$ cat src/logic/clock_stretch_defines.vh
// Constants for the master clock stretcher with relocation and chip reset.
// Assumes a 200 MHz system clock from which the 65 ns reference is derived.
`ifndef CLOCK_STRETCH_DEFINES_VH
`define CLOCK_STRETCH_DEFINES_VH

// System clock period and reference period, in ns.
`define CLK_PERIOD_NS      5
`define HF_PERIOD_NS       65
// System clocks per reference period, rounded up.
`define HF_CYCLES          ((`HF_PERIOD_NS + `CLK_PERIOD_NS - 1) / `CLK_PERIOD_NS)

// Phase lengths, in reference periods; the relocation low is first given in ns.
`define HIGH_PERIODS       2
`define NORMAL_LOW_PERIODS 2
`define RESET_LOW_PERIODS  3
`define RELOC_LOW_NS       325
`define RELOC_LOW_PERIODS  (`RELOC_LOW_NS / `HF_PERIOD_NS)

// Event points inside the low phase.
`define HOLD_START_NS      65
`define HOLD_START_PERIODS (`HOLD_START_NS / `HF_PERIOD_NS)
`define STROBE_NS          195
`define STROBE_PERIODS     (`STROBE_NS / `HF_PERIOD_NS)

// Number of chip resets forced at power-up.
`define POWERUP_RESETS     2

// Trap vectors, octal 10, 4, 114 and 250.
`define VEC_CONTROL_ERR    9'h008
`define VEC_BUS_ERR        9'h004
`define VEC_PARITY_ERR     9'h04c
`define VEC_RELOC_ABORT    9'h0a8
`define VEC_NONE           9'h000

// Address widths.
`define PHYS_ADDR_W        22
`define VIRT_ADDR_W        16

`endif

$ cat src/logic/clock_stretch_relocate_reset.v
// Master clock generator for the processor chip set: normal, relocation
// and chip-reset cycles, plus the power-up double reset.
// Assumes every input but clk and resetn arrives from pins outside the system clock domain.
`timescale 1ns/1ps
`include "clock_stretch_defines.vh"

module clock_stretch_relocate_reset (
    input  wire        clk,                        // 200 MHz system clock.
    input  wire        resetn,                     // Synchronous reset, low.
    input  wire        power_good,                 // Supply good, async.
    input  wire        mmu_present,                // Relocation chip strap.
    input  wire        relocate_request_n,         // Relocation request, low.
    input  wire        control_error,              // Bad control chip select.
    input  wire        bus_error,                  // Nonexistent memory.
    input  wire        parity_error,               // Read parity error.
    input  wire        reloc_abort,                // Mapped reference abort.
    input  wire [21:0] chip_addr_data_bus,         // Chip bus address.
    output reg         mclk,                       // Master clock to chips.
    output reg         relocate_clock_hold,        // Relocation hold.
    output reg         address_latch_strobe,       // Address capture pulse.
    output reg  [21:0] system_bus_addr_data_lines, // System bus address.
    output reg         reset_stretch,              // Reset stretch enable.
    output reg         chip_reset,                 // Initialising reset.
    output reg  [8:0]  trap_vector                 // Vector of last reset.
);

    // ****************************************************************
    // Local constants
    // ****************************************************************

    localparam ST_INIT = 2'd0;  // Held high waiting for power good.
    localparam ST_HIGH = 2'd1;  // Clock-high phase.
    localparam ST_LOW  = 2'd2;  // Clock-low phase.

    localparam CY_NORMAL = 2'd0;  // Plain low phase.
    localparam CY_RELOC  = 2'd1;  // Relocation stretched low phase.
    localparam CY_RESET  = 2'd2;  // Chip reset stretched low phase.

    localparam SYNC_W = 29;  // Width of the bundled pin synchroniser.

    // Raw counts from the defines as plain integers; each is then cut
    // on purpose to the width of the counter that compares against it.
    localparam integer HF_LAST_I    = `HF_CYCLES - 1;
    localparam integer HIGH_LAST_I  = `HIGH_PERIODS - 1;
    localparam integer NORM_LAST_I  = `NORMAL_LOW_PERIODS - 1;
    localparam integer RST_LAST_I   = `RESET_LOW_PERIODS - 1;
    localparam integer REL_LAST_I   = `RELOC_LOW_PERIODS - 1;
    localparam integer HOLD_AT_I    = `HOLD_START_PERIODS;
    localparam integer STROBE_AT_I  = `STROBE_PERIODS;
    localparam integer PWR_RESETS_I = `POWERUP_RESETS;

    localparam [3:0] HF_LAST    = HF_LAST_I[3:0];
    localparam [2:0] HIGH_LAST  = HIGH_LAST_I[2:0];
    localparam [2:0] NORM_LAST  = NORM_LAST_I[2:0];
    localparam [2:0] RST_LAST   = RST_LAST_I[2:0];
    localparam [2:0] REL_LAST   = REL_LAST_I[2:0];
    localparam [2:0] HOLD_AT    = HOLD_AT_I[2:0];
    localparam [2:0] STROBE_AT  = STROBE_AT_I[2:0];
    localparam [1:0] PWR_RESETS = PWR_RESETS_I[1:0];

    // ****************************************************************
    // Declarations
    // ****************************************************************

    reg  [SYNC_W-1:0] sync_a;        // First synchroniser stage.
    reg  [SYNC_W-1:0] sync_b;        // Second synchroniser stage.
    wire [SYNC_W-1:0] pins;          // Raw pin bundle.

    wire        pg_s;                // Synchronised power good.
    wire        mmu_s;               // Synchronised strap.
    wire        req_s;               // Synchronised request, active high.
    wire [3:0]  err_s;               // Synchronised error conditions.
    wire [21:0] bus_s;               // Synchronised chip bus.

    reg  [1:0]  state;               // Clock phase state.
    reg  [1:0]  cycle;               // Kind of the current low phase.
    reg  [3:0]  sub_cnt;             // System clocks inside a period.
    reg  [2:0]  per_cnt;             // Periods inside the phase.
    reg  [3:0]  pending;             // Latched error conditions.
    reg  [1:0]  pwr_left;            // Power-up resets still owed.
    reg         mmu_fitted;          // Strap caught while initialising.

    wire        hf_tick;             // Last system clock of a period.
    reg  [2:0]  low_last;            // Final period index of this low.
    wire        phase_end;           // Current phase finishes now.
    reg  [8:0]  next_vector;         // Vector for a reset cycle.
    reg  [3:0]  clr_mask;            // Error bit served by the reset.
    wire        take_reset;          // Next low phase is a reset cycle.
    wire [21:0] addr_view;           // Address as seen by the bus.

    // ****************************************************************
    // Pin synchroniser
    // ****************************************************************

    assign pins = {power_good, mmu_present, ~relocate_request_n,
                   control_error, bus_error, parity_error, reloc_abort,
                   chip_addr_data_bus};

    // Two stages for every pin; only the second stage is read.
    // The chip bus is sampled bit by bit, so a reply must stand for two
    // clocks before the capture edge; the relocation chip's reply does.
    always @(posedge clk) begin
        if (!resetn) begin
            sync_a <= {SYNC_W{1'b0}};
            sync_b <= {SYNC_W{1'b0}};
        end else begin
            sync_a <= pins;
            sync_b <= sync_a;
        end
    end

    assign pg_s  = sync_b[28];
    assign mmu_s = sync_b[27];
    assign req_s = sync_b[26];
    assign err_s = sync_b[25:22];
    assign bus_s = sync_b[21:0];

    // ****************************************************************
    // Phase timing
    // ****************************************************************

    assign hf_tick = (sub_cnt == HF_LAST);

    // Length of the present low phase by cycle kind.
    always @* begin
        case (cycle)
            CY_RELOC: low_last = REL_LAST;
            CY_RESET: low_last = RST_LAST;
            default:  low_last = NORM_LAST;
        endcase
    end

    assign phase_end = hf_tick &&
                       (((state == ST_HIGH) && (per_cnt == HIGH_LAST)) ||
                        ((state == ST_LOW) && (per_cnt == low_last)));

    // A reset cycle wins over relocation; errors need attention first.
    assign take_reset = (pwr_left != 2'd0) || (pending != 4'h0);

    // Vector choice; power-up resets first, then control error has the highest precedence.
    always @* begin
        next_vector = `VEC_NONE;
        clr_mask    = 4'h0;
        if (pwr_left != 2'd0) begin
            next_vector = `VEC_NONE;
        end else if (pending[3]) begin
            next_vector = `VEC_CONTROL_ERR;
            clr_mask    = 4'h8;
        end else if (pending[2]) begin
            next_vector = `VEC_BUS_ERR;
            clr_mask    = 4'h4;
        end else if (pending[1]) begin
            next_vector = `VEC_PARITY_ERR;
            clr_mask    = 4'h2;
        end else if (pending[0]) begin
            next_vector = `VEC_RELOC_ABORT;
            clr_mask    = 4'h1;
        end
    end

    // ****************************************************************
    // Clock state machine
    // ****************************************************************

    // Counts periods, picks the kind of each low phase and drives mclk.
    always @(posedge clk) begin
        if (!resetn) begin
            state       <= ST_INIT;
            cycle       <= CY_NORMAL;
            sub_cnt     <= 4'h0;
            per_cnt     <= 3'h0;
            mclk        <= 1'b1;
            pwr_left    <= 2'd0;
            mmu_fitted  <= 1'b0;
            trap_vector <= `VEC_NONE;
        end else begin
            sub_cnt <= hf_tick ? 4'h0 : sub_cnt + 4'h1;
            if (hf_tick && !phase_end) begin
                per_cnt <= per_cnt + 3'h1;
            end
            case (state)
                ST_INIT: begin
                    // Clock held high until the supply is good.
                    mclk       <= 1'b1;
                    sub_cnt    <= 4'h0;
                    per_cnt    <= 3'h0;
                    mmu_fitted <= mmu_s;
                    if (pg_s) begin
                        pwr_left    <= PWR_RESETS - 2'd1;
                        cycle       <= CY_RESET;
                        trap_vector <= `VEC_NONE;
                        state       <= ST_LOW;
                        mclk        <= 1'b0;
                    end
                end
                ST_HIGH: begin
                    if (phase_end) begin
                        per_cnt <= 3'h0;
                        state   <= ST_LOW;
                        mclk    <= 1'b0;
                        if (take_reset) begin
                            cycle       <= CY_RESET;
                            trap_vector <= next_vector;
                            if (pwr_left != 2'd0) begin
                                pwr_left <= pwr_left - 2'd1;
                            end
                        // Request seen at end of high.
                        end else if (req_s && mmu_fitted) begin
                            cycle <= CY_RELOC;
                        end else begin
                            cycle <= CY_NORMAL;
                        end
                    end
                end
                ST_LOW: begin
                    // Clock rises once the count completes.
                    if (phase_end) begin
                        per_cnt <= 3'h0;
                        state   <= ST_HIGH;
                        mclk    <= 1'b1;
                        cycle   <= CY_NORMAL;
                    end
                end
                default: begin
                    state <= ST_INIT;
                    mclk  <= 1'b1;
                end
            endcase
        end
    end

    // ****************************************************************
    // Error latches
    // ****************************************************************

    // A new error in the cycle it is served stays latched: set wins.
    always @(posedge clk) begin
        if (!resetn) begin
            pending <= 4'h0;
        end else if ((state == ST_HIGH) && phase_end &&
                     (pwr_left == 2'd0)) begin
            pending <= (pending & ~clr_mask) | err_s;
        end else begin
            pending <= pending | err_s;
        end
    end

    // ****************************************************************
    // Relocation hold, reset stretch and address capture
    // ****************************************************************

    // Upper bits forced low without a relocation chip.
    assign addr_view = mmu_fitted ? bus_s
                     : {6'h00, bus_s[`VIRT_ADDR_W-1:0]};

    // Hold and reset rise one period into low and fall with the phase.
    // They are registered so the chips never see a decode glitch, with
    // no lag: the decode uses the last system clock of the period, hf_tick.
    always @(posedge clk) begin
        if (!resetn) begin
            relocate_clock_hold        <= 1'b0;
            reset_stretch              <= 1'b0;
            chip_reset                 <= 1'b0;
            address_latch_strobe       <= 1'b0;
            system_bus_addr_data_lines <= 22'h000000;
        end else begin
            address_latch_strobe <= 1'b0;
            if ((state != ST_LOW) || phase_end) begin
                relocate_clock_hold <= 1'b0;
                reset_stretch       <= 1'b0;
                chip_reset          <= 1'b0;
            end else if (hf_tick && (per_cnt == HOLD_AT - 3'h1)) begin
                relocate_clock_hold <= (cycle == CY_RELOC);
                reset_stretch       <= (cycle == CY_RESET);
                chip_reset          <= (cycle == CY_RESET);
            end
            if ((state == ST_LOW) && (cycle == CY_RELOC) && hf_tick &&
                (per_cnt == STROBE_AT - 3'h1)) begin
                address_latch_strobe <= 1'b1;
                system_bus_addr_data_lines <= addr_view;
            end else if ((state == ST_HIGH) && phase_end && !take_reset &&
                         !(req_s && mmu_fitted)) begin
                // Unrelocated address goes out as the low phase begins.
                address_latch_strobe       <= 1'b1;
                system_bus_addr_data_lines <= addr_view;
            end
        end
    end

endmodule // clock_stretch_relocate_reset

$ cat config.mk
export PLATFORM = sky130hd
export DESIGN_NAME = clock_stretch_relocate_reset
export DESIGN_NICKNAME = d
export VERILOG_FILES = /design/src/logic/clock_stretch_relocate_reset.v
export VERILOG_INCLUDE_DIRS = /design/src /design/src/logic
export SDC_FILE = /design/constraint.sdc
export NUM_CORES = 1
export LEC_CHECK = 0
export BUFFER_PORTS_ARGS = -buffer_cell sky130_fd_sc_hd__buf_2
export CORE_ASPECT_RATIO = 1.25
export CORE_MARGIN = 5
export CORE_UTILIZATION = 55
export DETAILED_ROUTE_END_ITERATION = 16
export PLACE_DENSITY_LB_ADDON = 0.1
export SLEW_MARGIN = 20
export SYNTH_ARGS = -nofsm -noshare
export SYNTH_HDL_FRONTEND = slang
export SYNTH_SLANG_ARGS = --single-unit
$ cat constraint.sdc
create_clock -name clk -period 2.6 [get_ports clk]
set_input_delay 0.13 -clock clk [delete_from_list [all_inputs] [get_ports clk]]
set_output_delay 0.13 -clock clk [all_outputs]
set_load 0.005 [all_outputs]
# Word-level counts from Yosys, hierarchy flattened
# Index checks and enable logic that the tools add are counted.
[totals]
regBits = 111
inputBits = 31
[op_classes]
n_addsub = 3
eq_ne = 14
n_mux = 42
bitwise_logic = 6
reduce_logical = 35
[ops]
columns = ["operator", "n"]
rows = [
  ["$mux 22", 3],
  ["$mux 8", 5],
  ["$mux 9", 3],
  ["$mux 2", 11],
  ["$pmux 9 s2", 1],
  ["$logic_and 1x1->1", 13],
  ["$mux 4", 3],
  ["$ne 2x2->1 const B", 6],
  ["$pmux 2 s3", 2],
  ["$pmux 3 s2", 2],
  ["$mux 3", 3],
  ["$or 4x4->4", 2],
  ["$reduce_and 4->1", 2],
  ["$mux 1", 7],
  ["$reduce_bool 2->1", 3],
  ["$reduce_and 5->1", 1],
  ["$add 4x1->4 const B", 1],
  ["$and 4x4->4", 1],
  ["$eq 2x1->1 const B", 2],
  ["$eq 2x2->1 const B", 2],
  ["$eq 4x4->1 const B", 1],
  ["$logic_not 2->1", 2],
  ["$not 4->4", 1],
  ["$pmux 2 s2", 1],
  ["16 further kinds", 22],
]

# Depth between registers and ports, before layout
# Gate-level depths: netlist of the first run.
[depth]
word_depth = 11
mapped_depth = 8
depth_no_buf = 6

# Worst setup path after synthesis of the first run
# OpenSTA, ideal clock, no wires.
[synth_timing]
kind = "register -> register"
startpoint = "register cycle[0]"
endpoint = "register system_bus_addr_data_lines[10]"
setup_ns = 0.072
arrival_ns = 1.867
setup_slack_ns = 0.661
path_stages_with_launch = 8
path_buffers = 1
synth_period_minus_slack_ns = 1.939
path_cell_list = "dfxtp_1 -> inv_1 -> ha_1 -> xor2_2 -> o41ai_4 -> a2bb2oi_4 -> buf_12 -> mux2i_1"
[synth_between]
elab_chain_len = 10
elab_cells_between_ends = 15
classes_between = "3 x eq/ne; 2 x mux; 10 x reduce/logical"
[synth_rtl]
columns = ["element", "line", "rtl"]
rows = [
  ["from (decl)", "clock_stretch_relocate_reset.v:76", "reg [1:0] cycle;"],
  ["from (signal assigned)", "clock_stretch_relocate_reset.v:169", "cycle <= CY_NORMAL;"],
  ["from (signal assigned)", "clock_stretch_relocate_reset.v:190", "cycle <= CY_RESET;"],
  ["from (signal assigned)", "clock_stretch_relocate_reset.v:202", "cycle <= CY_RESET;"],
  ["$eq 2x2->1 / $eq 2x1->1 (equally long branches)", "clock_stretch_relocate_reset.v:126, clock_stretch_relocate_reset.v:277", ""],
  ["$pmux 3 s2", "clock_stretch_relocate_reset.v:126", "case (cycle)"],
  ["$eq 3x3->1", "clock_stretch_relocate_reset.v:135", "((state == ST_LOW) && (per_cnt == low_last)));"],
  ["$logic_and 1x1->1", "clock_stretch_relocate_reset.v:135", ""],
  ["$logic_or 1x1->1", "clock_stretch_relocate_reset.v:134", "(((state == ST_HIGH) && (per_cnt == HIGH_LAST)) ||"],
  ["$logic_and 1x1->1", "clock_stretch_relocate_reset.v:133", "assign phase_end = hf_tick &&"],
  ["$logic_and 1x1->1 (3 in a row)", "clock_stretch_relocate_reset.v:281", "end else if ((state == ST_HIGH) && phase_end && !take_reset &&"],
  ["$reduce_bool 2->1 (no source line)", "-", ""],
  ["to (signal assigned)", "clock_stretch_relocate_reset.v:280", "system_bus_addr_data_lines <= addr_view;"],
  ["to (signal assigned)", "clock_stretch_relocate_reset.v:285", "system_bus_addr_data_lines <= addr_view;"],
  ["to (decl)", "clock_stretch_relocate_reset.v:21", "output reg [21:0] system_bus_addr_data_lines,"],
]
# Parallel ways exist; a longest one is shown, timed or not.
# A chain may end at the register's enable or synchronous reset.

# Final worst setup path of the first run
[layout_timing]
startpoint = "register cycle[0]"
endpoint = "register pending[1]"
[layout_between]
elab_chain_len = 9
elab_cells_between_ends = 10
classes_between = "3 x eq/ne; 2 x mux; 5 x reduce/logical"
[layout_rtl]
columns = ["element", "line", "rtl"]
rows = [
  ["$eq 2x2->1 / $eq 2x1->1 (equally long branches)", "clock_stretch_relocate_reset.v:126", ""],
  ["$pmux 3 s2 *", "clock_stretch_relocate_reset.v:126", ""],
  ["$eq 3x3->1 *", "clock_stretch_relocate_reset.v:135", ""],
  ["$logic_and 1x1->1 *", "clock_stretch_relocate_reset.v:135", ""],
  ["$logic_or 1x1->1 *", "clock_stretch_relocate_reset.v:134", ""],
  ["$logic_and 1x1->1 *", "clock_stretch_relocate_reset.v:133", ""],
  ["$logic_and 1x1->1 * (2 in a row)", "clock_stretch_relocate_reset.v:240", "end else if ((state == ST_HIGH) && phase_end &&"],
  ["$mux 4 *", "clock_stretch_relocate_reset.v:240", ""],
  ["to (signal assigned)", "clock_stretch_relocate_reset.v:242", "pending <= (pending & ~clr_mask) | err_s;"],
  ["to (signal assigned)", "clock_stretch_relocate_reset.v:244", "pending <= pending | err_s;"],
  ["to (decl)", "clock_stretch_relocate_reset.v:79", "reg [3:0] pending;"],
]
# Every way passes the cells marked *; elsewhere a longest branch is shown, timed or not.

==> metrics.md, run 1 <==
| Metric | Value |
|---|---|
| Number of global-route vias before repair | 2,753 |
| Unrepaired setup endpoints after global routing | no |
| Hold Path End | trap_vector[2] |
| CTS tree | built |
| Post-layout util | 66.4% |
| Data arrival, critical path | 2360 ps |
| Total power | 3160 µW |
| Worst-Margin Slew | 516 ps |
| First-pass GRT wire length | 12,600 µm |
| Top cells by count, synth | 106 x dfxtp_1, 58 x and2_1, 57 x nand2_1 |
| Antenna-violating nets left | 0 |
| Nets | 524 |
| Crit path kind | flip-flop to flip-flop |
| Fillers | 603 |
| Lkg Pwr | 0.00202 µW |
| R2R Path Start | cycle[0] |
| Antenna diode count | 0 |
| All-Layer GR Usage | 17.2% |
| Cell taking the most area after synthesis | dfxtp_1 |
| Wl on met1 | 3250 µm |
| Post-route design area | 0.00483 mm² |
| Post-detail-place hpwl | 4960 µm |
| Worst Clk Skew | 15.0 ps |
| Hold Vio Cnt, Final | 0 |
| Setup Total Neg Slack | 0 ps |
| Congestion Overflow GR | 0 |
| Status | completed |
| Register area share after synthesis | 52.4% |
| Root Buffer Master | clkbuf_8 |
| Final Slew Violations | 0 |
| Area Overhead vs Synth | 19.2% |
| Synth warn | 0 |
| Placed inst area | 0.00434 mm² |
| Final period utilization | 81.6% |
| Core Rows | 35 |
| Largest net degree at the start of global routing | 101 |
| Clk sinks | 106 |
| Die extent in x | 86.7 µm |
| Clock slew at reported path FFs | 110 ps |
| Synth Flop Type | dfxtp_1 |
| Crit Reg-Reg Endpoint | pending[1] |
| Register bit total from synthesis | 106 |
| TritonCTS buffer count | 9 |
| Gpl congestion | 0.871 |
| Clk Latency, worst-skew pair | 370 ps |
| DRT Wirelength | 7420 µm |
| Routed vias | 2,830 |
| DRC | 0 |
| Register-to-Register Setup Slack | 480 ps |
| Fmax | 471 MHz |
| Netlist cell types | 47 |
| Antenna violations before repair | 0 |
| Maxcap violations | 0 |
| Asr flop ratio synth | 0% |
| Initial DRT Pass Iterations | 4 |
| Htree depth | 3 |
| Crit. End Element | flip-flop |
| Hold Startpoint | resetn |
| Starting Density | 55.7% |
| Hold slack final | 229 ps |
| Post-route minimum period | 2120 ps |
| Number of setup buffers added after CTS | 0 |
| Reg2Reg Depth | 6 |
| Top-count cell post-synth | dfxtp_1 |
| Max_slew headroom | 65.3% |
| PD cells | 656 mW/mm² |
| Synthesized area | 0.00405 mm² |
| Hold path cells | 3 |
| Final Setup Violations | 0 |
| Wire per inst | 12.9 µm |
| Avg Cell Area, Syn | 10.1 µm² |
| VDD IR-drop max | 0.474 mV |
| Met3 wire len | 332 µm |
| Crit path launch type | flip-flop |
| DIE AREA | 0.00919 mm² |
| PortBufs | 62 |
| WP data required | 2840 ps |
| Synth Instances | 399 |
| Hold Crit Class | input pin to flip-flop |
| CP max FO | 6 |
| Top-area cell type share of the netlist area | 52.4% |
| Met2 wire len | 3700 µm |
| Die Ht | 106 µm |
| Num ports | 67 |
| Largest cells by area after synthesis | dfxtp_1 52%, and2_1 9.0%, mux2i_1 8.4% |
| Clock Path Buffers | 2 |
| Proportion of layout cells with a drive suffix above 1 | 18.1% |
| Top Metal Used | met4 |
| Via density | 4.90 |
| Starting DRT DRC Count | 98 |
| Core area | 0.00727 mm² |
| EDFF count, synth | 0 |
## cell families after synthesis
| logic type | after synthesis | synth area share (%) |
|---|---|---|
| AOI/OAI and AO/OA | 33 | 6.37 |
| xor gates and xnor gates | 5 | 1.45 |
| adders and majority gates | 13 | 4.02 |
| buffers and inverters | 43 | 6.15 |
| DFF | 106 | 52.4 |
| muxes | 34 | 8.41 |
| other | 1 | 0.0926 |
| and+or+nand+nor | 164 | 21.1 |
## per-layer routing
layer / global-route usage (%) / up-vias
li1: - / 1454
met1: 20.9 / 1294
met2: 28.8 / 68
met3: 3.72 / 14
met4: 7.57 / 0
met5: 0 / -
## worst max-delay path, cell delays in order, from the launching register on
cell and delay [ps]:
dfxtp_1 370, inv_1 50, ha_1 320, xor2_2 190, o41a_2 500, nor2_1 430, a31oi_1 150
## layout by cell type, fill, tap and decap left out, types with 2 or more instances in the layout
master and instances:
conb_1 4, a21oi_1 5, xor2_2 2, inv_1 16, o211ai_1 4, or3_1 2
nor4_1 4, nor2_1 15, xor2_1 2, nand2_1 57, mux2i_1 34, dlygate4sd3_1 29
o21ai_0 9, nand3_1 8, and2_1 58, a221oi_1 2, buf_12 2, clkinv_4 2
nand3b_1 4, nand4_1 3, and4b_1 2, ha_1 13, nor3_1 4, buf_2 62
o22ai_1 3, clkbuf_8 11, dfxtp_1 106
## metrics by stage
stage	std cells	setup WS [ps]
6_report	577	478
4_1_cts	577	465
3_5_place_dp	532	496
3_3_place_gp	532	558
5_1_grt	577	297
2_1_floorplan	402	661
## power by group
part	switching [µW]	leakage (µW)	internal (µW)
registers	35.9	0.000868	1690
logic	250	0.00106	201
clock network	568	0.0000981	415
total	854	0.00202	2310
## worst max-delay path by stage
| stage | start | end | slack, ps |
|---|---|---|---|
| detailed placement | cycle[0] | system_bus_addr_data_lines[0] | 500 |
| global placement | cycle[0] | pwr_left[0] | 560 |
| global route | state[1] | system_bus_addr_data_lines[0] | 300 |
| floorplan | cycle[0] | system_bus_addr_data_lines[10] | 660 |
| CTS | cycle[0] | system_bus_addr_data_lines[0] | 470 |
| finish | cycle[0] | pending[1] | 480 |
## registers in the layout, indices dropped and copies added (netlist names)
name,flops
chip_reset,1
mclk,1
pwr_left,2
sub_cnt,4
sync_a,29
sync_b,29
system_bus_addr_data_lines,22
state,2
address_latch_strobe,1
pending,4
cycle,2
per_cnt,3
trap_vector,4
mmu_fitted,1
relocate_clock_hold,1
## area by class of cell
cell class / instances / area (µm²) / area share (%)
Multi-Input combinational cell: 253 / 1690 / 35.0
Clock inverter: 5 / 45.0 / 0.933
Timing Repair Buffer: 93 / 641 / 13.3
Inverter: 17 / 63.8 / 1.32
Sequential cell: 106 / 2120 / 44.0
Tap cell: 92 / 115 / 2.39
Clock buffer: 11 / 151 / 3.14
## timing repair
action / in CTS / in global routing
hold endpoints to repair: 29 / 0
hold buffers: 29 / 0
resized for setup: 0 / 0
Power figures use the tool's default switching activity.
==> inputs of run 2 (changes only) <==
==> constraint.sdc (replaced) <==
create_clock -name clk -period 2.1 [get_ports clk]
set_input_delay 0.105 -clock clk [delete_from_list [all_inputs] [get_ports clk]]
set_output_delay 0.105 -clock clk [all_outputs]
set_load 0.005 [all_outputs]
==> metrics.md, run 2 (synthesized netlist as in run 1, its figures left out) <==
| Metric | Value |
|---|---|
| Core area | 0.00727 mm² (unchanged) |
| Biggest regs | sync_a: 29 flops, sync_b: 29 flops, system_bus_addr_data_lines: 22 flops |
| CTS tree | built |
| Reg2Reg Depth | 7 (+1) |
| Antenna violations before repair | 0 (unchanged) |
| Post-layout util | 67.7% (+1.3 points) |
| Clk Latency, worst-skew pair | 360 ps (about the same) |
| Final WS setup | 86.8 ps (-391 ps) |
| Leading cell types in the layout, fill and taps excluded | 105 x dfxtp_1, 62 x buf_2, 58 x and2_1, 57 x nand2_1, 34 x mux2i_1 |
| Crit path launch type | flip-flop |
| Clock Path Buffers | 2 (unchanged) |
| TritonCTS buffer count | 9 (unchanged) |
| Gpl congestion | 0.885 (+1.6%) |
| Worst setup path start | cycle[1] |
| Final period utilization | 95.9% (+14 points) |
| DIE AREA | 0.00919 mm² (unchanged) |
| Die Ht | 106 µm (unchanged) |
| Proportion of layout cells with a drive suffix above 1 | 20.3% (+2.1 points) |
| R2R Path Start | cycle[1] |
| WP data required | 2390 ps (-450 ps) |
| Leading cell type in the layout, fill and taps excluded | dfxtp_1 |
| All-Layer GR Usage | 17.4% (+0.20 points) |
| Fillers | 592 (-1.8%) |
| Crit Reg-Reg Endpoint | system_bus_addr_data_lines[13] |
| Starting DRT DRC Count | 87 (-11%) |
| Hold Vio Cnt, Final | 0 (unchanged) |
| Register-to-Register Setup Slack | 90 ps (-390 ps) |
| Post-detail-place hpwl | 5280 µm (+6.3%) |
| Core Rows | 35 (unchanged) |
| Area Overhead vs Synth | 21.6% |
| Via density | 4.93 (+0.49%) |
| Worst Setup EP | system_bus_addr_data_lines[13] |
| Status | completed |
| Root Buffer Master | clkbuf_8 |
| Wire per inst | 13.0 µm (+1.4%) |
| Unrepaired setup endpoints after global routing | yes |
| Final Slew Violations | 0 (unchanged) |
| Congestion Overflow GR | 0 (unchanged) |
| Post-route minimum period | 2010 ps (-109 ps) |
| First-pass GRT wire length | 12,700 µm (+0.99%) |
| PD cells | 799 mW/mm² (+22%) |
| Die extent in x | 86.7 µm (unchanged) |
| VDD IR-drop max | 0.560 mV (+18%) |
| Antenna diode count | 0 (unchanged) |
| Crit path kind | flip-flop to flip-flop |
| DRC | 0 (unchanged) |
| Antenna-violating nets left | 0 (unchanged) |
| PortBufs | 62 (unchanged) |
| Worst Clk Skew | 12.8 ps (-2.17 ps) |
| Number of global-route vias before repair | 2,824 (+2.6%) |
| Place WS | 38.1 ps (-458 ps) |
| Htree depth | 3 (unchanged) |
| Nets | 537 (+2.5%) |
| Initial DRT Pass Iterations | 4 (unchanged) |
| Final Setup Violations | 0 (unchanged) |
| Crit. End Element | flip-flop |
| DRT Wirelength | 7700 µm (+3.7%) |
| Starting Density | 55.7% (unchanged) |
| Routed vias | 2,908 (+2.8%) |
| Num ports | 67 (unchanged) |
| Clock slew at reported path FFs | 100 ps (about the same) |
| Setup Total Neg Slack | 0 ps (unchanged) |
| Data arrival, critical path | 2300 ps (-60 ps) |
| Fmax | 497 MHz (+5.4%) |
| Hold Crit Class | input pin to flip-flop |
| Largest net degree at the start of global routing | 43 (-57%) |
| Lkg Pwr | 0.00208 µW (+2.9%) |
| Clk sinks | 106 (unchanged) |
| CP max FO | 11 (+5) |
| Maxcap violations | 0 (unchanged) |
## run 2: cell types whose count changed in the layout (fill, tap and decap cells not counted)
cell / change
dfxtp_1: -1
inv_8: +1
buf_12: -1
o21ai_1: +1
clkbuf_8: -1
clkbuf_16: +1
buf_4: +13
inv_6: -1
dfxtp_2: +1
o21ai_0: -1
clkbuf_1: +1
## run 2: through the flow
stage	instances	cell area (µm²)	total power, µW	hold slack [ps]
floorplan	402	4060	2590	172
global placement	543	4410	2740	288
detailed placement	543	4410	2750	284
CTS	588	4890	3980	103
global route	590	4920	4140	114
finish	590	4920	3930	118
## run 2: repair_timing
item | 4_1_cts | 5_1_grt
buffers inserted | 0 | 1
resized for setup | 0 | 2
hold buffers | 29 | 0
hold endpoints to repair | 29 | 0
setup endpoints to repair | 0 | 25
## run 2: final cells by class
type / instances / area [µm²] / share of cell area (%)
clock inverter: 5 / 47.5 / 0.966
sequential: 106 / 2120 / 43.1
clock buffer: 11 / 141 / 2.87
multi-input combinational: 253 / 1690 / 34.3
tap: 92 / 115 / 2.34
timing repair buffer: 106 / 743 / 15.1
inverter: 17 / 63.8 / 1.30
## run 2: worst min path at each step
| stage | slack (ps) | end | start | cells after the start |
|---|---|---|---|---|
| global route | 110 | system_bus_addr_data_lines[15] | resetn | 3 |
| finish | 120 | system_bus_addr_data_lines[15] | resetn | 3 |
| global placement | 290 | sync_a[26] | relocate_request_n | 2 |
| detailed placement | 280 | sync_a[26] | relocate_request_n | 2 |
| floorplan | 170 | sync_a[26] | relocate_request_n | 1 |
| CTS | 100 | system_bus_addr_data_lines[15] | resetn | 3 |
## run 2: power breakdown
part / switching (µW) / internal, µW
clock: 693 / 486
sequential: 46.4 / 2100
combinational: 327 / 282
## run 2: critical path: stages, from the launching register on
cell	delay, ps
dfxtp_1	370
inv_1	50
ha_1	240
xor2_2	230
o41ai_4	420
a2bb2oi_4	240
clkbuf_16	210
mux2i_1	180
## run 2: layer usage
layer	share of wire, %	track usage (%)
met1	42	19.8
met3	5.1	5.12
met2	50	29.5
met5	0	0
met4	2.5	8.13
==> inputs of run 3 (changes only) <==
--- a/config.mk
+++ b/config.mk
@@ -6,7 +6,7 @@
 export SDC_FILE = /design/constraint.sdc
 export NUM_CORES = 1
 export LEC_CHECK = 0
-export BUFFER_PORTS_ARGS = -buffer_cell sky130_fd_sc_hd__buf_2
+export BUFFER_PORTS_ARGS = -buffer_cell sky130_fd_sc_hd__clkbuf_2
 export CORE_ASPECT_RATIO = 1.25
 export CORE_MARGIN = 5
 export CORE_UTILIZATION = 55
==> metrics.md, run 3 (synthesized netlist as in run 1, its figures left out) <==
| Metric | Value |
|---|---|
| Crit path launch type | flip-flop |
| Hold Crit Class | input pin to flip-flop |
| Clock Path Buffers | 2 (unchanged) |
| CTS tree | built |
| DIE AREA | 0.00919 mm² (unchanged) |
| Status | completed |
| Reg power frac | 52.1% (-2.4 points) |
| Htree depth | 3 (unchanged) |
| Post-route minimum period | 2010 ps (-1.24 ps) |
| TritonCTS buffer count | 9 (unchanged) |
| Crit Reg-Reg Endpoint | system_bus_addr_data_lines[5] |
| Proportion of layout cells with a drive suffix above 1 | 20.6% (+0.32 points) |
| Maxcap violations | 0 (unchanged) |
| All-Layer GR Usage | 17.1% (-0.35 points) |
| Lkg Pwr | 0.00207 µW (-0.31%) |
| Reg2Reg Depth | 7 (unchanged) |
| Worst-Margin Slew | 490 ps |
| Root Buffer Master | clkbuf_8 |
| Biggest regs | sync_a: 29 flops, sync_b: 29 flops, system_bus_addr_data_lines: 22 flops |
| Core Rows | 35 (unchanged) |
| Largest net degree at the start of global routing | 123 (+190%) |
| Final WS setup | 88.0 ps (+1.24 ps) |
| Total power | 4120 µW (+4.8%) |
| Wire per inst | 13.2 µm (+0.96%) |
| Placed inst area | 0.00438 mm² (-0.57%) |
| Clk sinks | 106 (unchanged) |
| Clock power frac | 33.4% (+3.4 points) |
| Clk Latency, worst-skew pair | 360 ps (about the same) |
| Worst Setup EP | system_bus_addr_data_lines[5] |
| Num ports | 67 (unchanged) |
| Final period utilization | 95.8% (about the same) |
| CP max FO | 6 (-5) |
| Leading cell type in the layout, fill and taps excluded | dfxtp_1 |
| Fmax | 497 MHz (about the same) |
| Gpl congestion | 0.835 (-5.6%) |
| Max_slew headroom | 67.1% |
| Post-detail-place hpwl | 4970 µm (-5.8%) |
| PortBufs | 62 (unchanged) |
| Internal Dissipation | 3060 µW (+6.8%) |
| Antenna diode count | 0 (unchanged) |
| Clock slew at reported path FFs | 100 ps (about the same) |
| Routed vias | 2,856 (-1.8%) |
| WP data required | 2390 ps (about the same) |
| Post-layout util | 68.5% (+0.81 points) |
| Via density | 4.87 (-1.3%) |
| First-pass GRT wire length | 12,400 µm (-2.2%) |
| Initial DRT Pass Iterations | 4 (unchanged) |
| Die extent in x | 86.7 µm (unchanged) |
| Switching share of power | 25.7% (-1.4 points) |
| Leading cell types in the layout, fill and taps excluded | 104 x dfxtp_1, 61 x clkbuf_2, 58 x and2_1, 57 x nand2_1, 34 x mux2i_1 |
| Worst Clk Skew | 6.93 ps (-5.87 ps) |
| PD cells | 827 mW/mm² (+3.5%) |
| Area Overhead vs Synth | 23.1% |
| Post-route design area | 0.00498 mm² (+1.2%) |
| Antenna-violating nets left | 0 (unchanged) |
| Register-to-Register Setup Slack | 90 ps (about the same) |
| Starting Density | 55.7% (unchanged) |
| Switch Pwr | 1060 µW (-0.82%) |
| Hold slack final | 165 ps (+47.3 ps) |
| Congestion Overflow GR | 0 (unchanged) |
| VDD IR-drop max | 0.548 mV (-2.2%) |
| Data arrival, critical path | 2300 ps (about the same) |
| Crit. End Element | flip-flop |
| Nets | 534 (-0.56%) |
| Core area | 0.00727 mm² (unchanged) |
| Final Setup Violations | 0 (unchanged) |
| DRT Wirelength | 7730 µm (+0.44%) |
| Worst setup path start | cycle[0] |
| Number of global-route vias before repair | 2,675 (-5.3%) |
| DRC | 0 (unchanged) |
| Starting DRT DRC Count | 162 (+86%) |
| Die Ht | 106 µm (unchanged) |
| Antenna violations before repair | 0 (unchanged) |
| Hold Vio Cnt, Final | 0 (unchanged) |
| Final Slew Violations | 0 (unchanged) |
| Place WS | 72.6 ps (+34.5 ps) |
| R2R Path Start | cycle[0] |
| Crit path kind | flip-flop to flip-flop |
| Combinational share of power | 14.6% (-0.9 points) |
-- run 3: changes by cell type in the layout (fill, tap and decap cells not counted), sizes merged --
cell,change
clkbuf,+60
buf,-65
bufinv,+2
-- run 3: worst min-delay path by stage --
| stage | from | to | slack, ps | cells after the start |
|---|---|---|---|---|
| 6_report | resetn | sync_a[26] | 170 | 3 |
| 5_1_grt | resetn | sync_a[26] | 150 | 3 |
| 4_1_cts | resetn | pending[0] | 140 | 3 |
| 3_5_place_dp | relocate_request_n | sync_a[26] | 260 | 2 |
| 3_3_place_gp | relocate_request_n | sync_a[26] | 260 | 2 |
| 2_1_floorplan | relocate_request_n | sync_a[26] | 170 | 1 |
-- run 3: area by class of cell --
cell class	instances	area (µm²)
flip-flops and latches	106	2120
multi-input cells	253	1700
inverters	17	63.8
clock inverters	7	101
repair buffers	103	754
fillers	590	2290
clock buffers	9	124
well taps	92	115
-- run 3: through the flow --
stage / TNS, ps / cells
2_1_floorplan: 0 / 402
3_3_place_gp: 0 / 538
3_5_place_dp: 0 / 538
4_1_cts: 0 / 583
5_1_grt: -3.74 / 587
6_report: 0 / 587
-- run 3: worst max-delay path: stages (launching register included) --
cell       delay [ps]
dfxtp_2           360
inv_1              50
ha_1              230
xor2_2            190
o41ai_4           430
a2bb2oi_4         300
clkbuf_16         220
mux2i_1           180
-- run 3: metal layers --
layer  up-vias  GRT usage (%)  part of all wire (%)
li1       1480              -                     -
met2        75           28.8                    50
met1      1287           20.1                    43
met5         -              0                     0
met3        14           4.81                   5.0
met4         0           6.79                   2.1
-- run 3: power groups by stage --
stage	sequential [µW]	clock, µW	combinational, µW
detailed placement	2190	0	545
global placement	2190	0	538
finish	2140	1370	600
CTS	2140	1410	592
global route	2160	1500	663
floorplan	2180	0	414
-- run 3: repair_timing --
item                                   in CTS  in global routing
resized for setup                           0                  4
hold buffers                               29                  0
endpoints found under the hold margin      29                  0
setup endpoints to repair                   0                 24
setup buffers                               0                  1
